<file path="src/rtl/dfc_pkg.sv">
// Shared constants for the decimating filter control block.
package dfc_pkg;
    // ------------------------------------------------------------
    // Register byte offsets.
    // ------------------------------------------------------------
    localparam logic [7:0] ADDR_CFG = 8'h00;
    localparam logic [7:0] ADDR_CTRL = 8'h04;
    localparam logic [7:0] ADDR_STATUS = 8'h08;
    localparam logic [7:0] ADDR_INT_STAT = 8'h0c;
    localparam logic [7:0] ADDR_INT_MASK = 8'h10;
    localparam logic [7:0] ADDR_SCALE = 8'h14;
    // ------------------------------------------------------------
    // Configuration field positions and widths.
    // ------------------------------------------------------------
    localparam int CFG_BW_LSB = 0;
    localparam int CFG_MODE_LSB = 5;
    localparam int CFG_CPLX_BIT = 7;
    localparam int CFG_RES24_BIT = 8;
    localparam int BW_W = 5;
    localparam int CFG_W = 9;
    // Control and status bit positions.
    localparam int CTRL_ARM_BIT = 0;
    localparam int CTRL_IDLE_BIT = 1;
    localparam int ST_FAULT_BIT = 0;
    localparam int ST_ARMED_BIT = 1;
    localparam int ST_IDLE_BIT = 2;
    localparam int ST_CNT_LSB = 12;
    // Interrupt status bits.
    localparam int IRQ_FAULT_BIT = 0;
    localparam int IRQ_SYNC_BIT = 1;
    localparam int IRQ_W = 2;
    // ------------------------------------------------------------
    // Halving modes, code limits, widths and reset values.
    // ------------------------------------------------------------
    localparam logic [1:0] HALVING_DISABLED = 2'h0;
    localparam logic [1:0] HALVING_ENABLED = 2'h1;
    localparam logic [1:0] SHIFT_HALVING = 2'h2;
    localparam logic [4:0] BW_CODE_MAX = 5'h12;
    localparam int CNT_W = 20;
    localparam int IN_W = 16;
    localparam int ACC_W = 34;
    localparam int OUT_W = 24;
    localparam int OUT_GAIN = 8;
    localparam logic [CFG_W-1:0] CFG_RESET = 9'h000;
    localparam logic [IRQ_W-1:0] INT_MASK_RESET = 2'h0;
    localparam logic [31:0] SCALE_UNIT = 32'h0000_0001;
    localparam logic [31:0] SCALE_SHIFT = 32'h0000_0002;
endpackage : dfc_pkg

</file>
<file path="src/rtl/dfc_decimating_filter_control.sv">
// Decimating filter control: rate selection, shift halving, sync and setup checking.
//
// Notes on behaviour
// - Halving off: full rate at code zero, else rate over two to code minus one.
// - Halving on drops every other output sample for a further factor of two.
// - Shift halving halves rate, shifts up a quarter rate, emits real data.
// - Shift halving doubles the reported data scale value.
// - Bandwidth codes zero to eighteen accepted; each code halves bandwidth.
// - Code zero bypasses all digital filtering; analog filter limits bandwidth.
// - Passband about rate over 2.56 times two to code, around zoom center.
// - Edge factors .36, .44, .5 and .62 set the response edges.
// - Halving with code zero aliases and sets the setup fault flag.
// - Listed code, mode, format and resolution combinations are invalid.
// - Complex with shift halving is invalid, as are mode code three and codes over eighteen.
// - A decimation counter picks kept and dropped samples for every stage.
// - An armed counter sync resets the counter on next sync line rise.
// - After sync, counters stay aligned with peers sharing the clock.
// - Bandwidth changes leave the counter phase undisturbed.
// - A counter reset gives a filter transient decaying within thirty outputs.
`timescale 1ns/1ps
`default_nettype none
module dfc_decimating_filter_control (
    input wire logic core_clk,
    input wire logic rst,
    input wire logic psel,
    input wire logic penable,
    input wire logic pwrite,
    input wire logic [7:0] paddr,
    input wire logic [31:0] pwdata,
    output logic [31:0] prdata,
    output logic pready,
    output logic pslverr,
    input wire logic syncIn,
    input wire logic signed [dfc_pkg::IN_W-1:0] inI,
    input wire logic signed [dfc_pkg::IN_W-1:0] inQ,
    output logic signed [dfc_pkg::OUT_W-1:0] outI,
    output logic signed [dfc_pkg::OUT_W-1:0] outQ,
    output logic outValid,
    output logic outReal,
    output logic irq
);
    import dfc_pkg::*;

    // ------------------------------------------------------------
    // Helper functions.
    // ------------------------------------------------------------

    // Mask of the low n bits of the decimation counter.
    function automatic logic [CNT_W-1:0] lowMask(input logic [BW_W:0] n);
        lowMask = CNT_W'((21'h1 << n) - 21'h1);
    endfunction : lowMask

    // Checks a configuration word against the invalid combinations.
    function automatic logic cfgValid(input logic [CFG_W-1:0] c);
        logic [4:0] code;
        logic [1:0] mode;
        logic cplx;
        logic res24;
        code = c[CFG_BW_LSB +: BW_W];
        mode = c[CFG_MODE_LSB +: 2];
        cplx = c[CFG_CPLX_BIT];
        res24 = c[CFG_RES24_BIT];
        cfgValid = 1'b1;
        if (code > BW_CODE_MAX) begin
            cfgValid = 1'b0;
        end
        if (mode != HALVING_DISABLED && mode != HALVING_ENABLED && mode != SHIFT_HALVING) begin
            cfgValid = 1'b0;
        end
        if (code == 5'h01 && mode != HALVING_ENABLED) begin
            cfgValid = 1'b0;
        end
        if (code == 5'h00 && mode != HALVING_DISABLED) begin
            cfgValid = 1'b0;
        end
        if (cplx && code == 5'h00) begin
            cfgValid = 1'b0;
        end
        if (res24 && mode == HALVING_DISABLED && code == 5'h02) begin
            cfgValid = 1'b0;
        end
        if (res24 && code <= 5'h01) begin
            cfgValid = 1'b0;
        end
        if (cplx && mode == SHIFT_HALVING) begin
            cfgValid = 1'b0;
        end
    endfunction : cfgValid

    // ------------------------------------------------------------
    // Declarations.
    // ------------------------------------------------------------
    logic [CFG_W-1:0] cfg;
    logic fault;
    logic armed;
    logic forceIdle;
    logic [IRQ_W-1:0] intStat;
    logic [IRQ_W-1:0] intMask;
    logic [CNT_W-1:0] decCount;
    logic syncMeta;
    logic syncSafe;
    logic syncLast;
    logic syncRise;
    logic syncClr;
    logic [1:0] rotPhase;
    logic signed [ACC_W-1:0] accI;
    logic signed [ACC_W-1:0] accQ;
    logic signed [ACC_W-1:0] sumI;
    logic signed [ACC_W-1:0] sumQ;
    logic signed [ACC_W+OUT_GAIN-1:0] scaledI;
    logic signed [ACC_W+OUT_GAIN-1:0] scaledQ;
    logic [4:0] bwCode;
    logic [1:0] mode;
    logic halving;
    logic [BW_W:0] blkBits;
    logic blockEnd;
    logic keepNow;
    logic setupPhase;
    logic accessPhase;
    logic wrCfg;
    logic wrCtrl;
    logic wrIntStat;
    logic wrIntMask;
    logic mapped;
    logic faultEvent;
    logic [31:0] rdValue;
    logic [31:0] scaleValue;

    // ------------------------------------------------------------
    // APB slave decode.
    // ------------------------------------------------------------

    // Zero wait states; unmapped addresses answer with an error.
    assign setupPhase = psel & ~penable;
    assign accessPhase = psel & penable;
    assign pready = 1'b1;
    assign mapped = (paddr == ADDR_CFG) | (paddr == ADDR_CTRL) | (paddr == ADDR_STATUS)
        | (paddr == ADDR_INT_STAT) | (paddr == ADDR_INT_MASK) | (paddr == ADDR_SCALE);
    assign pslverr = accessPhase & ~mapped;
    assign wrCfg = accessPhase & pwrite & (paddr == ADDR_CFG);
    assign wrCtrl = accessPhase & pwrite & (paddr == ADDR_CTRL);
    assign wrIntStat = accessPhase & pwrite & (paddr == ADDR_INT_STAT);
    assign wrIntMask = accessPhase & pwrite & (paddr == ADDR_INT_MASK);

    // Configuration fields.
    assign bwCode = cfg[CFG_BW_LSB +: BW_W];
    assign mode = cfg[CFG_MODE_LSB +: 2];
    assign halving = (mode == HALVING_ENABLED) | (mode == SHIFT_HALVING);

    // The reported scale doubles in shift halving.
    assign scaleValue = (mode == SHIFT_HALVING) ? SCALE_SHIFT : SCALE_UNIT;

    // Read multiplexer.
    always_comb begin
        rdValue = 32'h0000_0000;
        case (paddr)
            ADDR_CFG: rdValue[CFG_W-1:0] = cfg;
            ADDR_CTRL: rdValue[CTRL_IDLE_BIT] = forceIdle;
            ADDR_STATUS: begin
                rdValue[ST_FAULT_BIT] = fault;
                rdValue[ST_ARMED_BIT] = armed;
                rdValue[ST_IDLE_BIT] = forceIdle;
                rdValue[31:ST_CNT_LSB] = decCount;
            end
            ADDR_INT_STAT: rdValue[IRQ_W-1:0] = intStat;
            ADDR_INT_MASK: rdValue[IRQ_W-1:0] = intMask;
            ADDR_SCALE: rdValue = scaleValue;
            default: rdValue = 32'h0000_0000;
        endcase
    end

    // Read data is captured in the setup cycle and stands through the access.
    always_ff @(posedge core_clk) begin
        if (rst) begin
            prdata <= 32'h0000_0000;
        end else if (setupPhase && !pwrite) begin
            prdata <= rdValue;
        end
    end

    // ------------------------------------------------------------
    // Configuration and setup fault.
    // ------------------------------------------------------------

    // Each configuration write re-evaluates the fault, so it holds until fixed.
    always_ff @(posedge core_clk) begin
        if (rst) begin
            cfg <= CFG_RESET;
            fault <= 1'b0;
        end else if (wrCfg) begin
            cfg <= pwdata[CFG_W-1:0];
            fault <= ~cfgValid(pwdata[CFG_W-1:0]);
        end
    end

    assign faultEvent = wrCfg & ~cfgValid(pwdata[CFG_W-1:0]);

    // Force idle is a plain level that software holds during sync setup.
    always_ff @(posedge core_clk) begin
        if (rst) begin
            forceIdle <= 1'b0;
        end else if (wrCtrl) begin
            forceIdle <= pwdata[CTRL_IDLE_BIT];
        end
    end

    // ------------------------------------------------------------
    // Shared sync line and decimation counter.
    // ------------------------------------------------------------

    // Two flops bring the sync pin into the clock domain.
    always_ff @(posedge core_clk) begin
        if (rst) begin
            syncMeta <= 1'b0;
            syncSafe <= 1'b0;
            syncLast <= 1'b0;
        end else begin
            syncMeta <= syncIn;
            syncSafe <= syncMeta;
            syncLast <= syncSafe;
        end
    end

    assign syncRise = syncSafe & ~syncLast;
    assign syncClr = armed & syncRise;

    // Arming wins over a disarm that lands in the same cycle.
    always_ff @(posedge core_clk) begin
        if (rst) begin
            armed <= 1'b0;
        end else if (wrCtrl && pwdata[CTRL_ARM_BIT]) begin
            armed <= 1'b1;
        end else if (syncClr) begin
            armed <= 1'b0;
        end
    end

    // Free running counter; the bandwidth code never touches its phase.
    always_ff @(posedge core_clk) begin
        if (rst || syncClr) begin
            decCount <= '0;
        end else begin
            decCount <= decCount + 1'b1;
        end
    end

    // ------------------------------------------------------------
    // Stage selection from the counter.
    // ------------------------------------------------------------

    // A block spans two to code minus one samples; halving keeps every other block.
    assign blkBits = (bwCode == 5'h00) ? 6'h00 : 6'(bwCode - 5'h01);
    assign blockEnd = (decCount & lowMask(blkBits)) == lowMask(blkBits);
    assign keepNow = halving
        ? ((decCount & lowMask(6'(blkBits + 6'h01))) == lowMask(6'(blkBits + 6'h01)))
        : blockEnd;

    // ------------------------------------------------------------
    // Octave filter chain.
    // ------------------------------------------------------------

    // Boxcar averaging over each block; code zero passes samples straight.
    assign sumI = accI + ACC_W'(inI);
    assign sumQ = accQ + ACC_W'(inQ);
    assign scaledI = ($signed((ACC_W+OUT_GAIN)'(sumI)) <<< OUT_GAIN) >>> blkBits;
    assign scaledQ = ($signed((ACC_W+OUT_GAIN)'(sumQ)) <<< OUT_GAIN) >>> blkBits;

    // Accumulators restart at every block end and at a counter sync.
    always_ff @(posedge core_clk) begin
        if (rst || syncClr || blockEnd) begin
            accI <= '0;
            accQ <= '0;
        end else begin
            accI <= sumI;
            accQ <= sumQ;
        end
    end

    // Quarter rate rotation phase advances once per kept sample.
    always_ff @(posedge core_clk) begin
        if (rst || syncClr) begin
            rotPhase <= 2'h0;
        end else if (keepNow) begin
            rotPhase <= rotPhase + 2'h1;
        end
    end

    // Output register; shift halving multiplies by j^n and keeps the real part.
    always_ff @(posedge core_clk) begin
        if (rst) begin
            outI <= '0;
            outQ <= '0;
            outValid <= 1'b0;
            outReal <= 1'b0;
        end else begin
            outValid <= keepNow & ~forceIdle;
            outReal <= (mode == SHIFT_HALVING);
            if (keepNow && mode == SHIFT_HALVING) begin
                outQ <= '0;
                case (rotPhase)
                    2'h0: outI <= OUT_W'(scaledI);
                    2'h1: outI <= OUT_W'(-scaledQ);
                    2'h2: outI <= OUT_W'(-scaledI);
                    2'h3: outI <= OUT_W'(scaledQ);
                    default: outI <= '0;
                endcase
            end else if (keepNow) begin
                outI <= OUT_W'(scaledI);
                outQ <= OUT_W'(scaledQ);
            end
        end
    end

    // ------------------------------------------------------------
    // Interrupts.
    // ------------------------------------------------------------

    // Sticky events cleared by writing one; a new event beats the clear.
    always_ff @(posedge core_clk) begin
        if (rst) begin
            intStat <= '0;
        end else begin
            intStat[IRQ_FAULT_BIT] <= faultEvent
                | (intStat[IRQ_FAULT_BIT] & ~(wrIntStat & pwdata[IRQ_FAULT_BIT]));
            intStat[IRQ_SYNC_BIT] <= syncClr
                | (intStat[IRQ_SYNC_BIT] & ~(wrIntStat & pwdata[IRQ_SYNC_BIT]));
        end
    end

    // Mask register.
    always_ff @(posedge core_clk) begin
        if (rst) begin
            intMask <= INT_MASK_RESET;
        end else if (wrIntMask) begin
            intMask <= pwdata[IRQ_W-1:0];
        end
    end

    assign irq = |(intStat & intMask);

    // ------------------------------------------------------------
    // Assertions.
    // ------------------------------------------------------------

    // Counter clears after a reset and after an armed sync.
    a_reset_clear: assert property (@(posedge core_clk) rst |=> decCount == '0 && !armed)
        else $error("counter or arm not cleared by reset");

    a_sync_reset: assert property (@(posedge core_clk) disable iff (rst)
        armed && syncSafe && !syncLast && !(wrCtrl && pwdata[CTRL_ARM_BIT])
        |=> decCount == '0 && !armed && intStat[IRQ_SYNC_BIT])
        else $error("armed sync did not reset counter");

    // Counter keeps counting whatever the configuration does.
    a_count_steady: assert property (@(posedge core_clk) disable iff (rst)
        !rst && !syncClr |=> decCount == $past(decCount) + 1'b1)
        else $error("decimation counter lost phase");

    // Unarmed sync edges leave the counter alone.
    a_unarmed_ignore: assert property (@(posedge core_clk) disable iff (rst)
        !rst && !armed && syncRise |=> decCount == $past(decCount) + 1'b1)
        else $error("counter moved without an armed sync");

    a_alias_fault: assert property (@(posedge core_clk) disable iff (rst)
        wrCfg && pwdata[CFG_BW_LSB +: BW_W] == 5'h00
        && pwdata[CFG_MODE_LSB +: 2] == HALVING_ENABLED |=> fault && intStat[IRQ_FAULT_BIT])
        else $error("halving at code zero did not fault");

    a_fault_hold: assert property (@(posedge core_clk) disable iff (rst)
        fault && !wrCfg |=> fault)
        else $error("setup fault dropped without a rewrite");

    a_bypass_rate: assert property (@(posedge core_clk) disable iff (rst)
        !rst && bwCode == 5'h00 && !halving && !forceIdle |=> outValid)
        else $error("code zero output not at full rate");

    a_half_drop: assert property (@(posedge core_clk) disable iff (rst)
        outValid && halving && $stable(cfg) && !syncClr |-> !keepNow)
        else $error("halving kept two adjacent samples");

    a_shift_real: assert property (@(posedge core_clk) disable iff (rst)
        outValid && $past(mode) == SHIFT_HALVING |-> outQ == '0 && outReal)
        else $error("shift halving output not real");

    a_scale_double: assert property (@(posedge core_clk) disable iff (rst)
        $rose(mode == SHIFT_HALVING) |-> scaleValue == SCALE_UNIT + SCALE_UNIT)
        else $error("scale not doubled in shift halving");

endmodule : dfc_decimating_filter_control
`default_nettype wire

</file>
<file path="config.mk">
export PLATFORM = sky130hd
export DESIGN_NAME = dfc_decimating_filter_control
export DESIGN_NICKNAME = d
export VERILOG_FILES = /design/src/rtl/dfc_pkg.sv /design/src/rtl/dfc_decimating_filter_control.sv
export SDC_FILE = /design/constraint.sdc
export NUM_CORES = 1
export LEC_CHECK = 0
export BUFFER_PORTS_ARGS = -buffer_cell sky130_fd_sc_hd__buf_4
export CAP_MARGIN = 5
export CORE_MARGIN = 10
export CORE_UTILIZATION = 55
export DETAILED_ROUTE_END_ITERATION = 10
export PLACE_DENSITY = 0.85
export SYNTH_ARGS = -nofsm -noshare
export SYNTH_HDL_FRONTEND = slang
export SYNTH_SLANG_ARGS = --single-unit
</file>
<file path="constraint.sdc">
create_clock -name core_clk -period 11.3 [get_ports core_clk]
set_input_delay 1.13 -clock core_clk [delete_from_list [all_inputs] [get_ports core_clk]]
set_output_delay 1.13 -clock core_clk [all_outputs]
set_load 0.05 [all_outputs]
</file>
==> impl_summary.md <==
Run status
The flow ran to the end, but the final reports show violations. The final reports fail on capacitance limit, slew limit.

Clocking
The clock insertion delay at the later pin of the skew report is about 0.5 ns. The number of levels in the clock H-tree is 4. The quantity of hold-fixing buffers added after cts is 0.

The clock root buffer master is sky130_fd_sc_hd__clkbuf_16. The register clock-pin slew on the reported worst setup and hold paths is 0.09 ns. The number of gates resized after cts is 0. Clock tree synthesis inserted a total of 17 buffers.

TritonCTS built the clock tree. In this run the post-CTS setup repair buffer count came out at 0. The maximum number of buffers from clock root to sink is 2. CTS saw 188 sinks.

Layout
The library cell used most frequently in the layout, excluding fill and tap cells, is sky130_fd_sc_hd__nor2_1. After filler insertion, the fill cell instance count of the layout stands at 3299. The share of layout cells above drive strength 1 is 0.116.

The count of nets after finishing is 2981. The end-of-flow core utilization is 0.607. In the layout the commonest cells are 308 x sky130_fd_sc_hd__nor2_1, 302 x sky130_fd_sc_hd__nand2_1, 233 x sky130_fd_sc_hd__a21oi_1. The count of antenna diodes in the layout is 0. The area taken by multi-input logic gates is between 15000 and 20000 um2. The total area of sequential cells is ~3800 um2.

Compared with the post-synthesis result, the final layout area differs by 8.45%.

Placed design
The setup slack at placement is 3.99 ns. The half-perimeter wire length after detailed placement is 65700 um. Input and output buffers added on the ports amount to 135. At the end of routability-driven placement, the weighted congestion stood at about 1.1.

Floorplanning
After floorplanning, the core was divided into 69 placement rows. The number of primary I/O pins is 163. From left edge to right edge, the die measures 210 um. The die covers around 44000 um2. In this run the standard cell core region covers 35700 um2.

The height of the die is 210 um. The initial utilization of the core area, before any placement, comes to 0.560.

Worst setup path
The type of origin of the critical path is a primary input. The category of cells accounting for the largest share of critical-path delay is compound AO/OA/AOI/OAI gates. The worst register-to-register path has a depth of 19. The endpoint identified for the worst register-to-register timing path is outI[16]. Tracing the worst setup path back leads to its startpoint at inI[0]. The delay of the slowest critical-path stage is 0.80 ns. The critical register-to-register path startpoint is cfg[0]. The maximum fanout encountered on the critical timing path is 7. For flop-to-flop paths, the worst setup slack is 4.18 ns. The number of buffers and inverters on the critical path is 1. Traced cell by cell, the critical path runs through buf_4 -> ha_1 -> fa_1 -> a211oi_2 -> o21ai_1 -> o21ai_1 -> a21oi_1 -> a31oi_2 -> mux2i_1 -> o311ai_0 -> o211a_1 -> a211oi_1 -> ha_1 -> o2111ai_2 -> nor4b_4 -> nand3_1 -> xnor2_1 -> a221o_1 -> a211oi_1 -> a2111oi_2. The critical path in this run is classified as in -> reg. The slowest cell on the critical path is sky130_fd_sc_hd__a211oi_1.

The worst setup path is captured at a flip-flop. Data arrives at the worst endpoint at roughly 7.5 ns. The worst endpoint required time is 11.64 ns.

Drt
In this run, the number of DRC markers left after iteration 0 of detailed routing was 3705. In the routed layout, each cell is associated on average with a via count of 7.46. Before antenna repair, the detailed router went through 7 iterations. After detailed routing, the met2 layer carries between 30000 and 40000 um of wire. The total DRC errors in the routed layout is 0. The wire length reported by the detailed router is 89800 um. The number of vias in the routed layout is 24600.

The detailed router used layers up to and including met4. The detailed-route wire length on metal 1 is 33900 um. The routed length on met3 is roughly 11000 um. The number of antenna-violating nets in the routed design is 0. The average wire per standard cell is 27.2 um.

Worst hold path
The worst hold path terminates at outQ[0]. Counting instances, the worst hold path has a depth of 2. The worst hold path belongs to the class reg -> reg.

The worst min-delay path startpoint is outQ[0].

Timing
The clock arrives with 0.0172 ns of skew. The count of final setup violators is 0. The worst-case headroom to the max-slew limit is -0.0153. The number of max-slew violations in the final report is 3. The final setup slack of the worst path is 4.11 ns. The number of failing hold endpoints at the final stage came to 0. Setup repair after global routing left no endpoint under its margin. Based on the critical path, the design can be clocked at up to 139 MHz. For the pin with the worst max-slew slack, the measured transition is 1.51 ns. The share of the clock period used by the worst path is 0.637.

On the final layout, the worst hold slack is 0.452 ns. Setup total negative slack on the finished layout was measured at 0 ns. The final critical path time including I/O delays and setup is 7.19 ns.

Yosys
The synthesized design contains roughly 190 register bits. The cell count after synthesis is roughly 2800. During synthesis, Yosys emitted a total of 0 warnings. Of the total synthesized cell area, the portion taken by XOR and XNOR cells is 0.0373. Among all flip-flop cells after synthesis, the most frequent one is sky130_fd_sc_hd__dfxtp_1.

The main combinational cell family by area after synthesis is compound AO/OA/AOI/OAI gates. The share of async-settable or async-resettable flops after synthesis is 0. After synthesis, the share of cell area in mux cells is 0.0196. Of the total synthesized cell area, the portion taken by full adders, half adders and majority gates is 0.0515. The average instance in the mapped netlist occupies slightly above 7 um2. Of the total synthesized cell area, the portion taken by AND, OR, NAND and NOR gates is 0.281. The number of flops mapped to enable cells by yosys is 0. The portion of the post-synthesis area used by sequential elements is 0.189. The synthesized-area fraction occupied by ao, oa, aoi and oai cells came to 0.365. Synthesis instantiated 117 different standard cells from the library.

The post-synthesis cell area is 20000 um2.

Global route
The total overflow reported by the global router is 0. Entering global routing, the biggest net connects approximately 90 pins. The number of global-route vias before repair is 22700. The first global-routing pass estimated about 140000 um of wire.

In the global route stage, overall resource usage came out at 0.386. The initial antenna violation count is 0.

Power and ir drop
The areal power density over the cells is 89.7 nW/um2. Summing internal, switching and leakage power gives 0.00194 W. Summed over all cells, the static leakage comes to between 8 and 9 nW. The worst ir drop on vdd is 0.000114 V.

Run
The max-cap violation count is 1.
-- state kept, by name, indices dropped and copies added, names as in the netlist --
signal,cells
intStat,2
forceIdle,1
outValid,1
accI,34
outI,24
syncMeta,1
fault,1
syncLast,1
prdata,29
syncSafe,1
decCount,20
intMask,2
accQ,34
outQ,24
rotPhase,2
cfg,9
outReal,1
armed,1
-- through the flow --
stage / cell area [um2] / std cells
after global routing: 21600 / 3296
after floorplan: 20000 / 2831
after CTS: 21600 / 3296
after global placement: 21000 / 3264
final: 21600 / 3296
after detailed placement: 21000 / 3264
-- cells by family after synthesis --
kind of cell / count (synthesis)
other: 2
muxes: 37
adders and majority gates: 81
buffers and inverters: 266
xor gates and xnor gates: 85
and+or+nand+nor: 1128
DFF: 188
AOI/OAI and AO/OA: 1042
-- final cells by class --
class | count | area share
multi-input cells | 2377 | 0.697
clock inverters | 15 | 0.00995
flip-flops and latches | 188 | 0.174
repair buffers | 179 | 0.0621
well taps | 461 | 0.0267
clock buffers | 17 | 0.0197
inverters | 59 | 0.0102
-- metal layers --
layer  vias to the layer above  global-route usage
met2                      1890               0.596
met1                     11600               0.481
li1                      10700                   -
met4                         0               0.217
met3                       402               0.102
met5                         -                   0
-- report_power, final --
group,total (W),switching [W],internal (W)
clock,0.000677,0.000365,0.000312
combinational,0.000566,0.000390,0.000176
sequential,0.000698,0.0000146,0.000683
total,0.00194,0.000769,0.00117
-- worst max-delay path by stage --
stage          depth (start not counted)       end  slack, ns
2_1_floorplan                         29  outI[20]       5.11
3_3_place_gp                          20   outI[8]       4.10
3_5_place_dp                          20   outI[8]       3.99
4_1_cts                               20   outI[8]       4.48
5_1_grt                               21  outI[16]       3.90
6_report                              20   outI[8]       4.11
-- worst min-delay path: cells and delay by family, from the launching register on --
kind / cells / cell delay (ns)
AOI/OAI and AO/OA: 1 / 0.05
DFF: 1 / 0.32
and+or+nand+nor: 1 / 0.05
-- cells in the mapped netlist (14+ instances only) --
| cell | instances | area share |
|---|---|---|
| sky130_fd_sc_hd__nor2_1 | 314 | 0.059 |
| sky130_fd_sc_hd__nand2_1 | 302 | 0.057 |
| sky130_fd_sc_hd__a21oi_1 | 234 | 0.059 |
| sky130_fd_sc_hd__dfxtp_1 | 188 | 0.19 |
| sky130_fd_sc_hd__o21ai_0 | 174 | 0.044 |
| sky130_fd_sc_hd__clkbuf_1 | 109 | 0.021 |
| sky130_fd_sc_hd__nand3_1 | 92 | 0.023 |
| sky130_fd_sc_hd__nor3_1 | 81 | 0.020 |
| sky130_fd_sc_hd__ha_1 | 79 | 0.050 |
| sky130_fd_sc_hd__buf_2 | 75 | 0.019 |
| sky130_fd_sc_hd__inv_1 | 58 | 0.011 |
| sky130_fd_sc_hd__a22oi_1 | 56 | 0.021 |
| sky130_fd_sc_hd__nand4_1 | 53 | 0.017 |
| sky130_fd_sc_hd__a31oi_1 | 52 | 0.016 |
| sky130_fd_sc_hd__xnor2_1 | 50 | 0.022 |
| sky130_fd_sc_hd__o22ai_1 | 48 | 0.015 |
| sky130_fd_sc_hd__a211oi_1 | 47 | 0.018 |
| sky130_fd_sc_hd__o211ai_1 | 39 | 0.015 |
| sky130_fd_sc_hd__xor2_1 | 35 | 0.015 |
| sky130_fd_sc_hd__or3_1 | 33 | 0.010 |
| sky130_fd_sc_hd__and3_1 | 32 | 0.010 |
| sky130_fd_sc_hd__nor4_1 | 32 | 0.010 |
| sky130_fd_sc_hd__a21o_1 | 31 | 0.012 |
| sky130_fd_sc_hd__o221ai_1 | 31 | 0.014 |
| sky130_fd_sc_hd__mux2i_1 | 30 | 0.015 |
| sky130_fd_sc_hd__nand2b_1 | 30 | 0.0094 |
| sky130_fd_sc_hd__and2_1 | 27 | 0.0085 |
| sky130_fd_sc_hd__o21a_1 | 26 | 0.0098 |
| sky130_fd_sc_hd__a221oi_1 | 24 | 0.011 |
| sky130_fd_sc_hd__o21ai_1 | 24 | 0.0060 |
| sky130_fd_sc_hd__o31ai_1 | 23 | 0.0087 |
| sky130_fd_sc_hd__and4_1 | 22 | 0.0097 |
| sky130_fd_sc_hd__a211o_1 | 19 | 0.0083 |
| sky130_fd_sc_hd__o2111ai_1 | 16 | 0.0070 |
| sky130_fd_sc_hd__nor2b_1 | 14 | 0.0044 |
| sky130_fd_sc_hd__or2_2 | 14 | 0.0044 |
| sky130_fd_sc_hd__or4_1 | 14 | 0.0053 |
(Power assumes the default switching activity.)
